==> config.mk <==
export PLATFORM = sky130hd
export DESIGN_NAME = hif_top
export DESIGN_NICKNAME = d
export VERILOG_FILES = /design/src/design/hif_pkg.sv /design/src/design/hif_sticky.sv /design/src/design/hif_align_mon.sv /design/src/design/hif_top.sv
export VERILOG_INCLUDE_DIRS = /design/src /design/src/design
export SDC_FILE = /design/constraint.sdc
export NUM_CORES = 1
export LEC_CHECK = 0
export ABC_AREA = 1
export BUFFER_PORTS_ARGS = -buffer_cell sky130_fd_sc_hd__buf_2
export CAP_MARGIN = 5
export CORE_AREA = 4 4 80 82
export CTS_BUF_LIST = sky130_fd_sc_hd__clkbuf_2 sky130_fd_sc_hd__clkbuf_4 sky130_fd_sc_hd__clkbuf_8
export DETAILED_ROUTE_END_ITERATION = 10
export DIE_AREA = 0 0 84 86
export PLACE_DENSITY = 0.61
export SLEW_MARGIN = 20
export SYNTH_ARGS = -nofsm -noshare
export SYNTH_HDL_FRONTEND = slang
export SYNTH_SLANG_ARGS = --single-unit
==> constraint.sdc <==
create_clock -name clk_sys -period 3.3 [get_ports clk_sys]
set_input_delay 0.495 -clock clk_sys [delete_from_list [all_inputs] [get_ports clk_sys]]
set_output_delay 0.495 -clock clk_sys [all_outputs]
set_load 0.05 [all_outputs]
==> src/design/hif_defs.svh <==
// Purpose: offsets, field positions and reset values of the hub
//          interrupt and forwarding status block
// Assumes: byte-wide registers on a plain strobe port
// Notes: included by bare name by the top design file only
`ifndef HIF_DEFS_SVH
`define HIF_DEFS_SVH

`define HIF_OFS_FORWARD_STATE 8'h22
`define HIF_OFS_IRQ_CONTROL 8'h23
`define HIF_OFS_IRQ_PENDING 8'h24
`define HIF_OFS_EVT_STATUS 8'h30
`define HIF_OFS_EVT_MASK 8'h31

`define HIF_RST_FORWARD_STATE 8'h00
`define HIF_RST_IRQ_CONTROL 8'h00
`define HIF_RST_IRQ_PENDING 8'h00
`define HIF_RST_EVT 3'h0

// forward_state fields
`define HIF_BIT_VIDEO_ALIGNED 0
`define HIF_BIT_ALIGN_LOST 2

// irq_control and irq_pending fields
`define HIF_BIT_RX0 0
`define HIF_BIT_TX 4
`define HIF_BIT_CTL_SPARE 5
`define HIF_BIT_GLOBAL 7

// local event status fields
`define HIF_EVT_ALIGN_LOST 0
`define HIF_EVT_MODE_CLASH 1
`define HIF_EVT_ALIGN_GAIN 2

`endif

==> src/design/hif_pkg.sv <==
// Purpose: shared types of the hub interrupt and forwarding status block
// Assumes: nothing
// Notes: numbers live in hif_defs.svh
package hif_pkg;

   typedef logic [7:0] hif_byte_t;

   // alignment monitor progress
   typedef enum logic [1:0]
   {
      HIF_MON_OFF,
      HIF_MON_WAIT_FRAME,
      HIF_MON_ARMED
   } hif_mon_state_t;

endpackage

==> src/design/hif_sticky.sv <==
// Purpose: vector of sticky flags, set by events, cleared by pulses
// Assumes: set and clear pulses come from logic on clk_sys
// Notes: a set in the same cycle as a clear wins
`timescale 1ns/100ps
module hif_sticky
   import hif_pkg::*;
#(
   parameter int WIDTH = 5
)
(
   input wire logic clk_sys,
   input wire logic rstn,
   input wire logic [WIDTH-1:0] set_pulse,
   input wire logic [WIDTH-1:0] clr_pulse,
   output logic [WIDTH-1:0] flag
);

   logic [WIDTH-1:0] flag_ff;
   logic [WIDTH-1:0] nxt_flag;

   if (WIDTH < 1)
   begin : g_chk
      $error("hif_sticky: WIDTH must be at least 1");
   end

   // set wins so no event is lost on a clear
   assign nxt_flag = set_pulse | (flag_ff & ~clr_pulse);
   assign flag = flag_ff;

   always_ff @(posedge clk_sys or negedge rstn)
   begin
      if (!rstn)
         flag_ff <= '0;
      else
         flag_ff <= nxt_flag;
   end

endmodule

==> src/design/hif_align_mon.sv <==
// Purpose: tracks aligned forwarding, raises the alignment-lost flag
// Assumes: engine signals are on clk_sys, mode level from config logic
// Notes: a loss only counts after one aligned frame went out
`timescale 1ns/100ps
module hif_align_mon
   import hif_pkg::*;
(
   input wire logic clk_sys,
   input wire logic rstn,
   input wire logic mode_on,
   input wire logic engine_aligned,
   input wire logic frame_sent,
   input wire logic loss_seen,
   input wire logic read_clear,
   output logic aligned,
   output logic lost,
   output logic lost_evt
);

   hif_mon_state_t state_ff;
   hif_mon_state_t nxt_state;
   logic aligned_ff;
   logic lost_ff;
   logic lost_evt_ff;
   logic loss_counts;

   assign loss_counts = (state_ff == HIF_MON_ARMED) && mode_on && loss_seen;

   always_comb
   begin
      nxt_state = state_ff;
      unique case (state_ff)
         HIF_MON_OFF:
            if (mode_on)
               nxt_state = HIF_MON_WAIT_FRAME;
         HIF_MON_WAIT_FRAME:
            if (!mode_on)
               nxt_state = HIF_MON_OFF;
            else if (frame_sent)
               nxt_state = HIF_MON_ARMED;
         HIF_MON_ARMED:
            if (!mode_on)
               nxt_state = HIF_MON_OFF;
            else if (loss_seen)
               nxt_state = HIF_MON_WAIT_FRAME; // rearm on next good frame
      endcase
   end

   assign aligned = aligned_ff;
   assign lost = lost_ff;
   assign lost_evt = lost_evt_ff;

   always_ff @(posedge clk_sys or negedge rstn)
   begin
      if (!rstn)
      begin
         state_ff <= HIF_MON_OFF;
         aligned_ff <= 1'b0;
         lost_ff <= 1'b0;
         lost_evt_ff <= 1'b0;
      end
      else
      begin
         state_ff <= nxt_state;
         aligned_ff <= mode_on & engine_aligned;
         lost_ff <= loss_counts | (lost_ff & ~read_clear);
         lost_evt_ff <= loss_counts;
      end
   end

endmodule

==> src/design/hif_top.sv <==
// Purpose: forwarding status and interrupt aggregation for a four-port
//          receive hub with one transmit port
// Assumes: all inputs come from logic on clk_sys; register port is a
//          plain strobe port with read data one cycle after the strobe
// Notes: local events use a separate w1c status and mask pair
//
// What this block does
// - in aligned mode, set lost flag on loss, only after one aligned frame
// - reading forward_state clears the lost flag; one means failure
// - aligned bit follows engine alignment, forced zero when mode is off
// - host_irq asserts only while the global enable bit is set
// - separate enables: transmit source bit 4, receive ports bits 3..0
// - global pending bit set when any enabled source is pending
// - global pending ignores the global enable so software can poll
// - transmit pending set by its event, cleared by its status read
// - receive pending set by port event, cleared by port status reads
// - all enables and status bits of the three registers reset to zero
//
// The strobed register port was decided locally.
`timescale 1ns/100ps
`include "hif_defs.svh"
module hif_top
   import hif_pkg::*;
#(
   parameter int ADDR_W = 8,
   parameter int RX_PORTS = 4
)
(
   input wire logic clk_sys,
   input wire logic rstn,
   input wire logic [ADDR_W-1:0] reg_addr,
   input wire logic [7:0] reg_wdata,
   input wire logic reg_wr,
   input wire logic reg_rd,
   output logic [7:0] reg_rdata,
   input wire logic round_robin_forward_mode,
   input wire logic aligned_forward_mode,
   input wire logic fwd_engine_aligned,
   input wire logic fwd_frame_sent,
   input wire logic fwd_align_loss,
   input wire logic tx_port_event,
   input wire logic tx_port_event_status_rd,
   input wire logic [RX_PORTS-1:0] rx_port_event,
   input wire logic [RX_PORTS-1:0] rx_port_cause_rd,
   output logic host_irq,
   output logic evt_irq
);

   localparam int NSRC = RX_PORTS + 1;
   localparam int NEVT = 3;

   if (ADDR_W < 8)
   begin : g_chk_addr
      $error("hif_top: ADDR_W must hold an 8-bit offset");
   end
   if (RX_PORTS != 4)
   begin : g_chk_ports
      $error("hif_top: register layout serves exactly four receive ports");
   end

   // register state
   logic global_en_ff;
   logic ctl_spare_ff;
   logic [NSRC-1:0] src_en_ff;
   logic [NEVT-1:0] evt_mask_ff;
   logic [7:0] rdata_ff;
   logic host_irq_ff;
   logic evt_irq_ff;
   logic clash_ff;

   // decode
   wire logic [7:0] addr8;
   wire logic hit_fwd;
   wire logic hit_ctl;
   wire logic hit_pend;
   wire logic hit_evt;
   wire logic hit_mask;
   wire logic wr_ctl;
   wire logic wr_evt;
   wire logic wr_mask;
   wire logic rd_fwd;

   assign addr8 = reg_addr[7:0];
   assign hit_fwd = (addr8 == `HIF_OFS_FORWARD_STATE) && (reg_addr[ADDR_W-1:0]
      == ADDR_W'(`HIF_OFS_FORWARD_STATE));
   assign hit_ctl = reg_addr == ADDR_W'(`HIF_OFS_IRQ_CONTROL);
   assign hit_pend = reg_addr == ADDR_W'(`HIF_OFS_IRQ_PENDING);
   assign hit_evt = reg_addr == ADDR_W'(`HIF_OFS_EVT_STATUS);
   assign hit_mask = reg_addr == ADDR_W'(`HIF_OFS_EVT_MASK);
   assign wr_ctl = reg_wr & hit_ctl;
   assign wr_evt = reg_wr & hit_evt;
   assign wr_mask = reg_wr & hit_mask;
   assign rd_fwd = reg_rd & hit_fwd;

   // forwarding monitor
   wire logic video_aligned_flag;
   wire logic alignment_lost_flag;
   wire logic lost_evt;

   hif_align_mon u_mon
   (
      .clk_sys(clk_sys),
      .rstn(rstn),
      .mode_on(aligned_forward_mode),
      .engine_aligned(fwd_engine_aligned),
      .frame_sent(fwd_frame_sent),
      .loss_seen(fwd_align_loss),
      .read_clear(rd_fwd),
      .aligned(video_aligned_flag),
      .lost(alignment_lost_flag),
      .lost_evt(lost_evt)
   );

   // per-source pending flags, receive ports low, transmit on top
   wire logic [NSRC-1:0] src_set;
   wire logic [NSRC-1:0] src_clr;
   wire logic [NSRC-1:0] src_pending;

   assign src_set = {tx_port_event, rx_port_event};
   assign src_clr = {tx_port_event_status_rd, rx_port_cause_rd};

   hif_sticky #(.WIDTH(NSRC)) u_src
   (
      .clk_sys(clk_sys),
      .rstn(rstn),
      .set_pulse(src_set),
      .clr_pulse(src_clr),
      .flag(src_pending)
   );

   // named views of the sources
   wire logic tx_source_pending;
   wire logic rx0_source_pending;
   wire logic rx1_source_pending;
   wire logic rx2_source_pending;
   wire logic rx3_source_pending;
   wire logic tx_source_mask;
   wire logic rx0_source_mask;
   wire logic rx1_source_mask;
   wire logic rx2_source_mask;
   wire logic rx3_source_mask;

   assign tx_source_pending = src_pending[RX_PORTS];
   assign rx0_source_pending = src_pending[0];
   assign rx1_source_pending = src_pending[1];
   assign rx2_source_pending = src_pending[2];
   assign rx3_source_pending = src_pending[3];
   assign tx_source_mask = src_en_ff[RX_PORTS];
   assign rx0_source_mask = src_en_ff[0];
   assign rx1_source_mask = src_en_ff[1];
   assign rx2_source_mask = src_en_ff[2];
   assign rx3_source_mask = src_en_ff[3];

   // global pending never looks at the global enable
   wire logic [NSRC-1:0] src_live;
   wire logic global_pending;

   genvar gi;
   for (gi = 0; gi < NSRC; gi++)
   begin : g_src
      assign src_live[gi] = src_pending[gi] & src_en_ff[gi];
   end

   assign global_pending = |src_live;

   // local events: alignment lost, both forwarding modes on, alignment won
   logic aligned_q_ff;
   wire logic clash_now;
   wire logic clash_rise;
   wire logic gain_evt;
   wire logic [NEVT-1:0] evt_set;
   wire logic [NEVT-1:0] evt_clr;
   wire logic [NEVT-1:0] evt_status;

   // software should never run both modes; flag it rather than arbitrate
   assign clash_now = round_robin_forward_mode & aligned_forward_mode;
   assign clash_rise = clash_now & ~clash_ff;
   assign gain_evt = video_aligned_flag & ~aligned_q_ff;
   assign evt_set = {gain_evt, clash_rise, lost_evt};
   assign evt_clr = wr_evt ? reg_wdata[NEVT-1:0] : '0;

   hif_sticky #(.WIDTH(NEVT)) u_evt
   (
      .clk_sys(clk_sys),
      .rstn(rstn),
      .set_pulse(evt_set),
      .clr_pulse(evt_clr),
      .flag(evt_status)
   );

   // register images
   wire logic [7:0] img_fwd;
   wire logic [7:0] img_ctl;
   wire logic [7:0] img_pend;
   wire logic [7:0] img_evt;
   wire logic [7:0] img_mask;
   wire logic [7:0] nxt_rdata;

   assign img_fwd = {5'h0, alignment_lost_flag, 1'b0, video_aligned_flag};
   assign img_ctl = {global_en_ff, 1'b0, ctl_spare_ff, src_en_ff};
   assign img_pend = {global_pending, 2'h0, src_pending};
   assign img_evt = {5'h0, evt_status};
   assign img_mask = {5'h0, evt_mask_ff};

   // unmapped offsets read zero
   assign nxt_rdata = !reg_rd ? 8'h00 :
      hit_fwd ? img_fwd :
      hit_ctl ? img_ctl :
      hit_pend ? img_pend :
      hit_evt ? img_evt :
      hit_mask ? img_mask : 8'h00;

   always_ff @(posedge clk_sys or negedge rstn)
   begin
      if (!rstn)
      begin
         global_en_ff <= 1'(`HIF_RST_IRQ_CONTROL >> `HIF_BIT_GLOBAL);
         ctl_spare_ff <= 1'b0;
         src_en_ff <= '0;
      end
      else if (wr_ctl)
      begin
         global_en_ff <= reg_wdata[`HIF_BIT_GLOBAL];
         ctl_spare_ff <= reg_wdata[`HIF_BIT_CTL_SPARE];
         src_en_ff <= reg_wdata[`HIF_BIT_TX:`HIF_BIT_RX0];
      end
   end

   always_ff @(posedge clk_sys or negedge rstn)
   begin
      if (!rstn)
         evt_mask_ff <= `HIF_RST_EVT;
      else if (wr_mask)
         evt_mask_ff <= reg_wdata[NEVT-1:0];
   end

   always_ff @(posedge clk_sys or negedge rstn)
   begin
      if (!rstn)
         rdata_ff <= 8'h00;
      else
         rdata_ff <= nxt_rdata;
   end

   always_ff @(posedge clk_sys or negedge rstn)
   begin
      if (!rstn)
      begin
         clash_ff <= 1'b0;
         aligned_q_ff <= 1'b0;
      end
      else
      begin
         clash_ff <= clash_now;
         aligned_q_ff <= video_aligned_flag;
      end
   end

   // pin is one flop behind the pending state
   always_ff @(posedge clk_sys or negedge rstn)
   begin
      if (!rstn)
      begin
         host_irq_ff <= 1'b0;
         evt_irq_ff <= 1'b0;
      end
      else
      begin
         host_irq_ff <= global_en_ff & global_pending;
         evt_irq_ff <= |(evt_status & evt_mask_ff);
      end
   end

   assign reg_rdata = rdata_ff;
   assign host_irq = host_irq_ff;
   assign evt_irq = evt_irq_ff;

endmodule

==> results.py <==
metrics = {
    "grt": {
        "grt_pass1_wl_mm": 6.113,
        "gr-usage-all-layers_pct": 10.73,
        "overflow": 0,
        "antenna_found_initial": 0,
        "grt_max_degree": 35,
        "grt_pass1_vias": 1385,
    },
    "yosys": {
        "synthSimpleGateAreaFrac_pct": 26.21,
        "yosysWarnings": 0,
        "synthCells": 187,
        "synth_nets": 225,
        "post_synth_num_cell_types": 27,
        "async_flop_share_pct": 100.0,
        "synth-seq-area-share_pct": 50.78,
        "synth_xor_area_share_pct": 0,
        "ys_ff_latch": 34,
        "synth_compound_area_share_pct": 12.40,
        "synth_area_per_cell_um2": 8.959,
        "ys.flop_type": "dfrtp_1",
        "synth_area_um2": 1675,
        "synth_edf_count": 0,
        "synth_top_family_by_area": "simple AND/OR/NAND/NOR gates",
        "yosys.area_share.adder_pct": 2.240,
        "yosys-mux-area-fraction_pct": 0,
    },
    "floorplan": {
        "die-area_um2": 7224,
        "die_w_um": 84,
        "num_rows": 28,
        "start_util_pct": 29.16,
        "core_um2": 5746,
        "pin_count": 45,
        "die_height_um": 86,
    },
    "final_layout": {
        "diodes": 0,
        "seqCellArea_um2": 850.8,
        "nets": 272,
        "layout_commonest_cell": "buf_2",
        "drive_gt1_share_pct": 30.21,
        "syn2layout_area_growth_pct": 22.18,
        "final_cell_mix": "buf_2, dfrtp_1, nand2_1",
        "multi_input_area_um2": 688.2,
        "fillers": 607,
    },
    "sta": {
        "max_freq_mhz": 723.3,
        "rsz0062_at_grt": "no",
        "worst_pin_slew_ns": 0.7363,
        "finalCritPeriodShare_pct": 41.89,
        "post-route-min-period_ns": 1.382,
        "finalSetupViolCount": 0,
        "slew_viol_final": 0,
        "tns_ns": 0,
        "fin_hold_ws_ns": 0.2704,
        "slew_headroom_pct": 50.92,
        "hold_viol_final": 0,
        "finClkSkew_ns": 0.001992,
    },
    "clocking": {
        "clock_sinks": 34,
        "cts_buffers": 5,
        "cts_resized": 0,
        "cts_buffer_depth": 2,
        "clock_latency_ns": 0.28,
        "htreeDepth": 2,
        "cts.root.buffer_cell": "clkbuf_8",
        "cts_tree": "done",
        "path_clk_slew_ns": 0.07,
        "cts_setup_buffers": 0,
        "cts_hold_buf": 0,
    },
    "detailed_routing": {
        "drt_iter0_drc": 78,
        "drt_wl_total_mm": 3.588,
        "antenna_left": 0,
        "via_per_inst": 4.397,
        "drc_errors": 0,
        "wire_per_inst_um": 11.57,
        "dr.pass1.iters": 4,
        "dr_total_vias": 1363,
    },
    "job": {
        "cap_viol_max_count": 0,
    },
    "setup_path": {
        "critPathKind": "input pin to flip-flop",
        "crit_arrival_ns": 1.59,
        "worstPathCellList": "buf_2 > inv_1 > nand2_2 > nor2_1 > nand2_1 > o21ai_0 > nor2_1 > nor2_1",
        "crit_top_cell": "nor2_1",
        "crit_slowest_cell": "o21ai_0",
        "cp-start-kind": "input pin",
        "cp-end-kind": "flip-flop",
        "path_buf_inv": 2,
        "path_max_fanout": 4,
        "cp_top_family": "simple AND/OR/NAND/NOR gates",
        "cp_slowest_stage_delay_ns": 0.28,
        "cp.required_ns": 3.51,
    },
    "placed_design": {
        "gp_congestion": 0.8070,
        "portBuffers": 42,
        "hpwlAfterDp_mm": 2.780,
    },
    "run_status": {
        "status": "finished clean",
    },
    "power_and_ir_drop": {
        "vdd_drop_max_mv": 0.2325,
        "power_density_nw_per_um2": 483.8,
        "p_leak_nw": 1.112,
    },
    "hold_path": {
        "hold_class": "input pin to async pin",
    },
}
Yosys cell counts (2+ instances only):
cell type  count  area, um^2
dfrtp_1       34       850.8
nand2_1       33       123.9
inv_1         27       101.4
nand3_1       19       95.09
o21ai_0       19       95.09
nor2_1        11       41.29
nand2_2        9       56.30
o21bai_1       5       37.54
a21oi_1        4       20.02
ha_1           3       37.54
nor2_8         3       60.06
o21ai_2        3       26.28
and2_1         2       12.51
inv_2          2       7.510
layer usage:
layer / global-route usage (%) / up-vias / routed length (um)
met4: 5.556 / 0 / 80
li1: - / 687 / -
met3: 3.939 / 8 / 257
met2: 17.21 / 36 / 1595
met1: 12.64 / 632 / 1654
met5: 0 / - / 0
worst paths after layout:
check,startpoint,to,cells past startpoint,slack [ns]
min in group clk_sys,tx_port_event_status_rd,u_src.flag[4],2,0.38
setup / recovery,reg_addr[3],reg_rdata[1],8,1.92
max in group asynchronous,rstn,u_mon.aligned,1,2.56
hold reg to reg,u_mon.aligned,aligned_q_ff,0,0.42
setup reg to reg,u_mon.state_ff[0],u_mon.state_ff[0],5,2.03
hold / removal,rstn,reg_rdata[4],1,0.27
cell families (layout without fill, tap and decap cells):
| family | Yosys count | in the layout |
|---|---|---|
| flops | 34 | 34 |
| simple gates | 83 | 83 |
| other cells | 1 | 1 |
| compound gates | 35 | 35 |
| fa+ha+maj | 3 | 3 |
| buf+inv | 31 | 79 |
where the power goes:
part           internal (W)  total [W]  leakage, nW  switching (W)
Clock              0.000176   0.000322       0.0517       0.000146
Sequential         0.000461   0.000491        0.400      0.0000299
Combinational     0.0000718   0.000177        0.660       0.000105
registers in the layout, indices dropped and copies added (netlist names):
name	cells
u_mon.lost_evt	1
u_mon.aligned	1
u_evt.flag	3
u_mon.state_ff	2
u_mon.lost	1
host_irq	1
src_en_ff	5
global_en_ff	1
u_src.flag	5
reg_rdata	7
evt_irq	1
ctl_spare_ff	1
evt_mask_ff	3
aligned_q_ff	1
clash_ff	1
area by class of cell:
| type | count | share of cell area [%] |
|---|---|---|
| Sequential cell | 34 | 41.56 |
| Multi-Input combinational cell | 122 | 33.62 |
| Timing Repair Buffer | 42 | 10.27 |
| Inverter | 29 | 5.318 |
| Tap cell | 75 | 4.584 |
| Clock buffer | 7 | 4.401 |
| Clock inverter | 1 | 0.2445 |
metrics by stage:
| step | worst slack (ns) | cell area [um^2] | total power, W | util (%) | instances |
|---|---|---|---|---|---|
| after floorplan | 1.976 | 1675 | 0.0006115 | - | 187 |
| after global placement | 1.664 | 1952 | 0.0006694 | 33.97 | 302 |
| after detailed placement | 1.615 | 1952 | 0.0006762 | 33.97 | 302 |
| after CTS | 1.918 | 2047 | 0.001000 | 35.63 | 310 |
| after global routing | 1.750 | 2047 | 0.001051 | 35.63 | 310 |
| final | 1.918 | 2047 | 0.0009902 | 35.63 | 310 |
No activity file was read; power rests on OpenSTA's default activity.
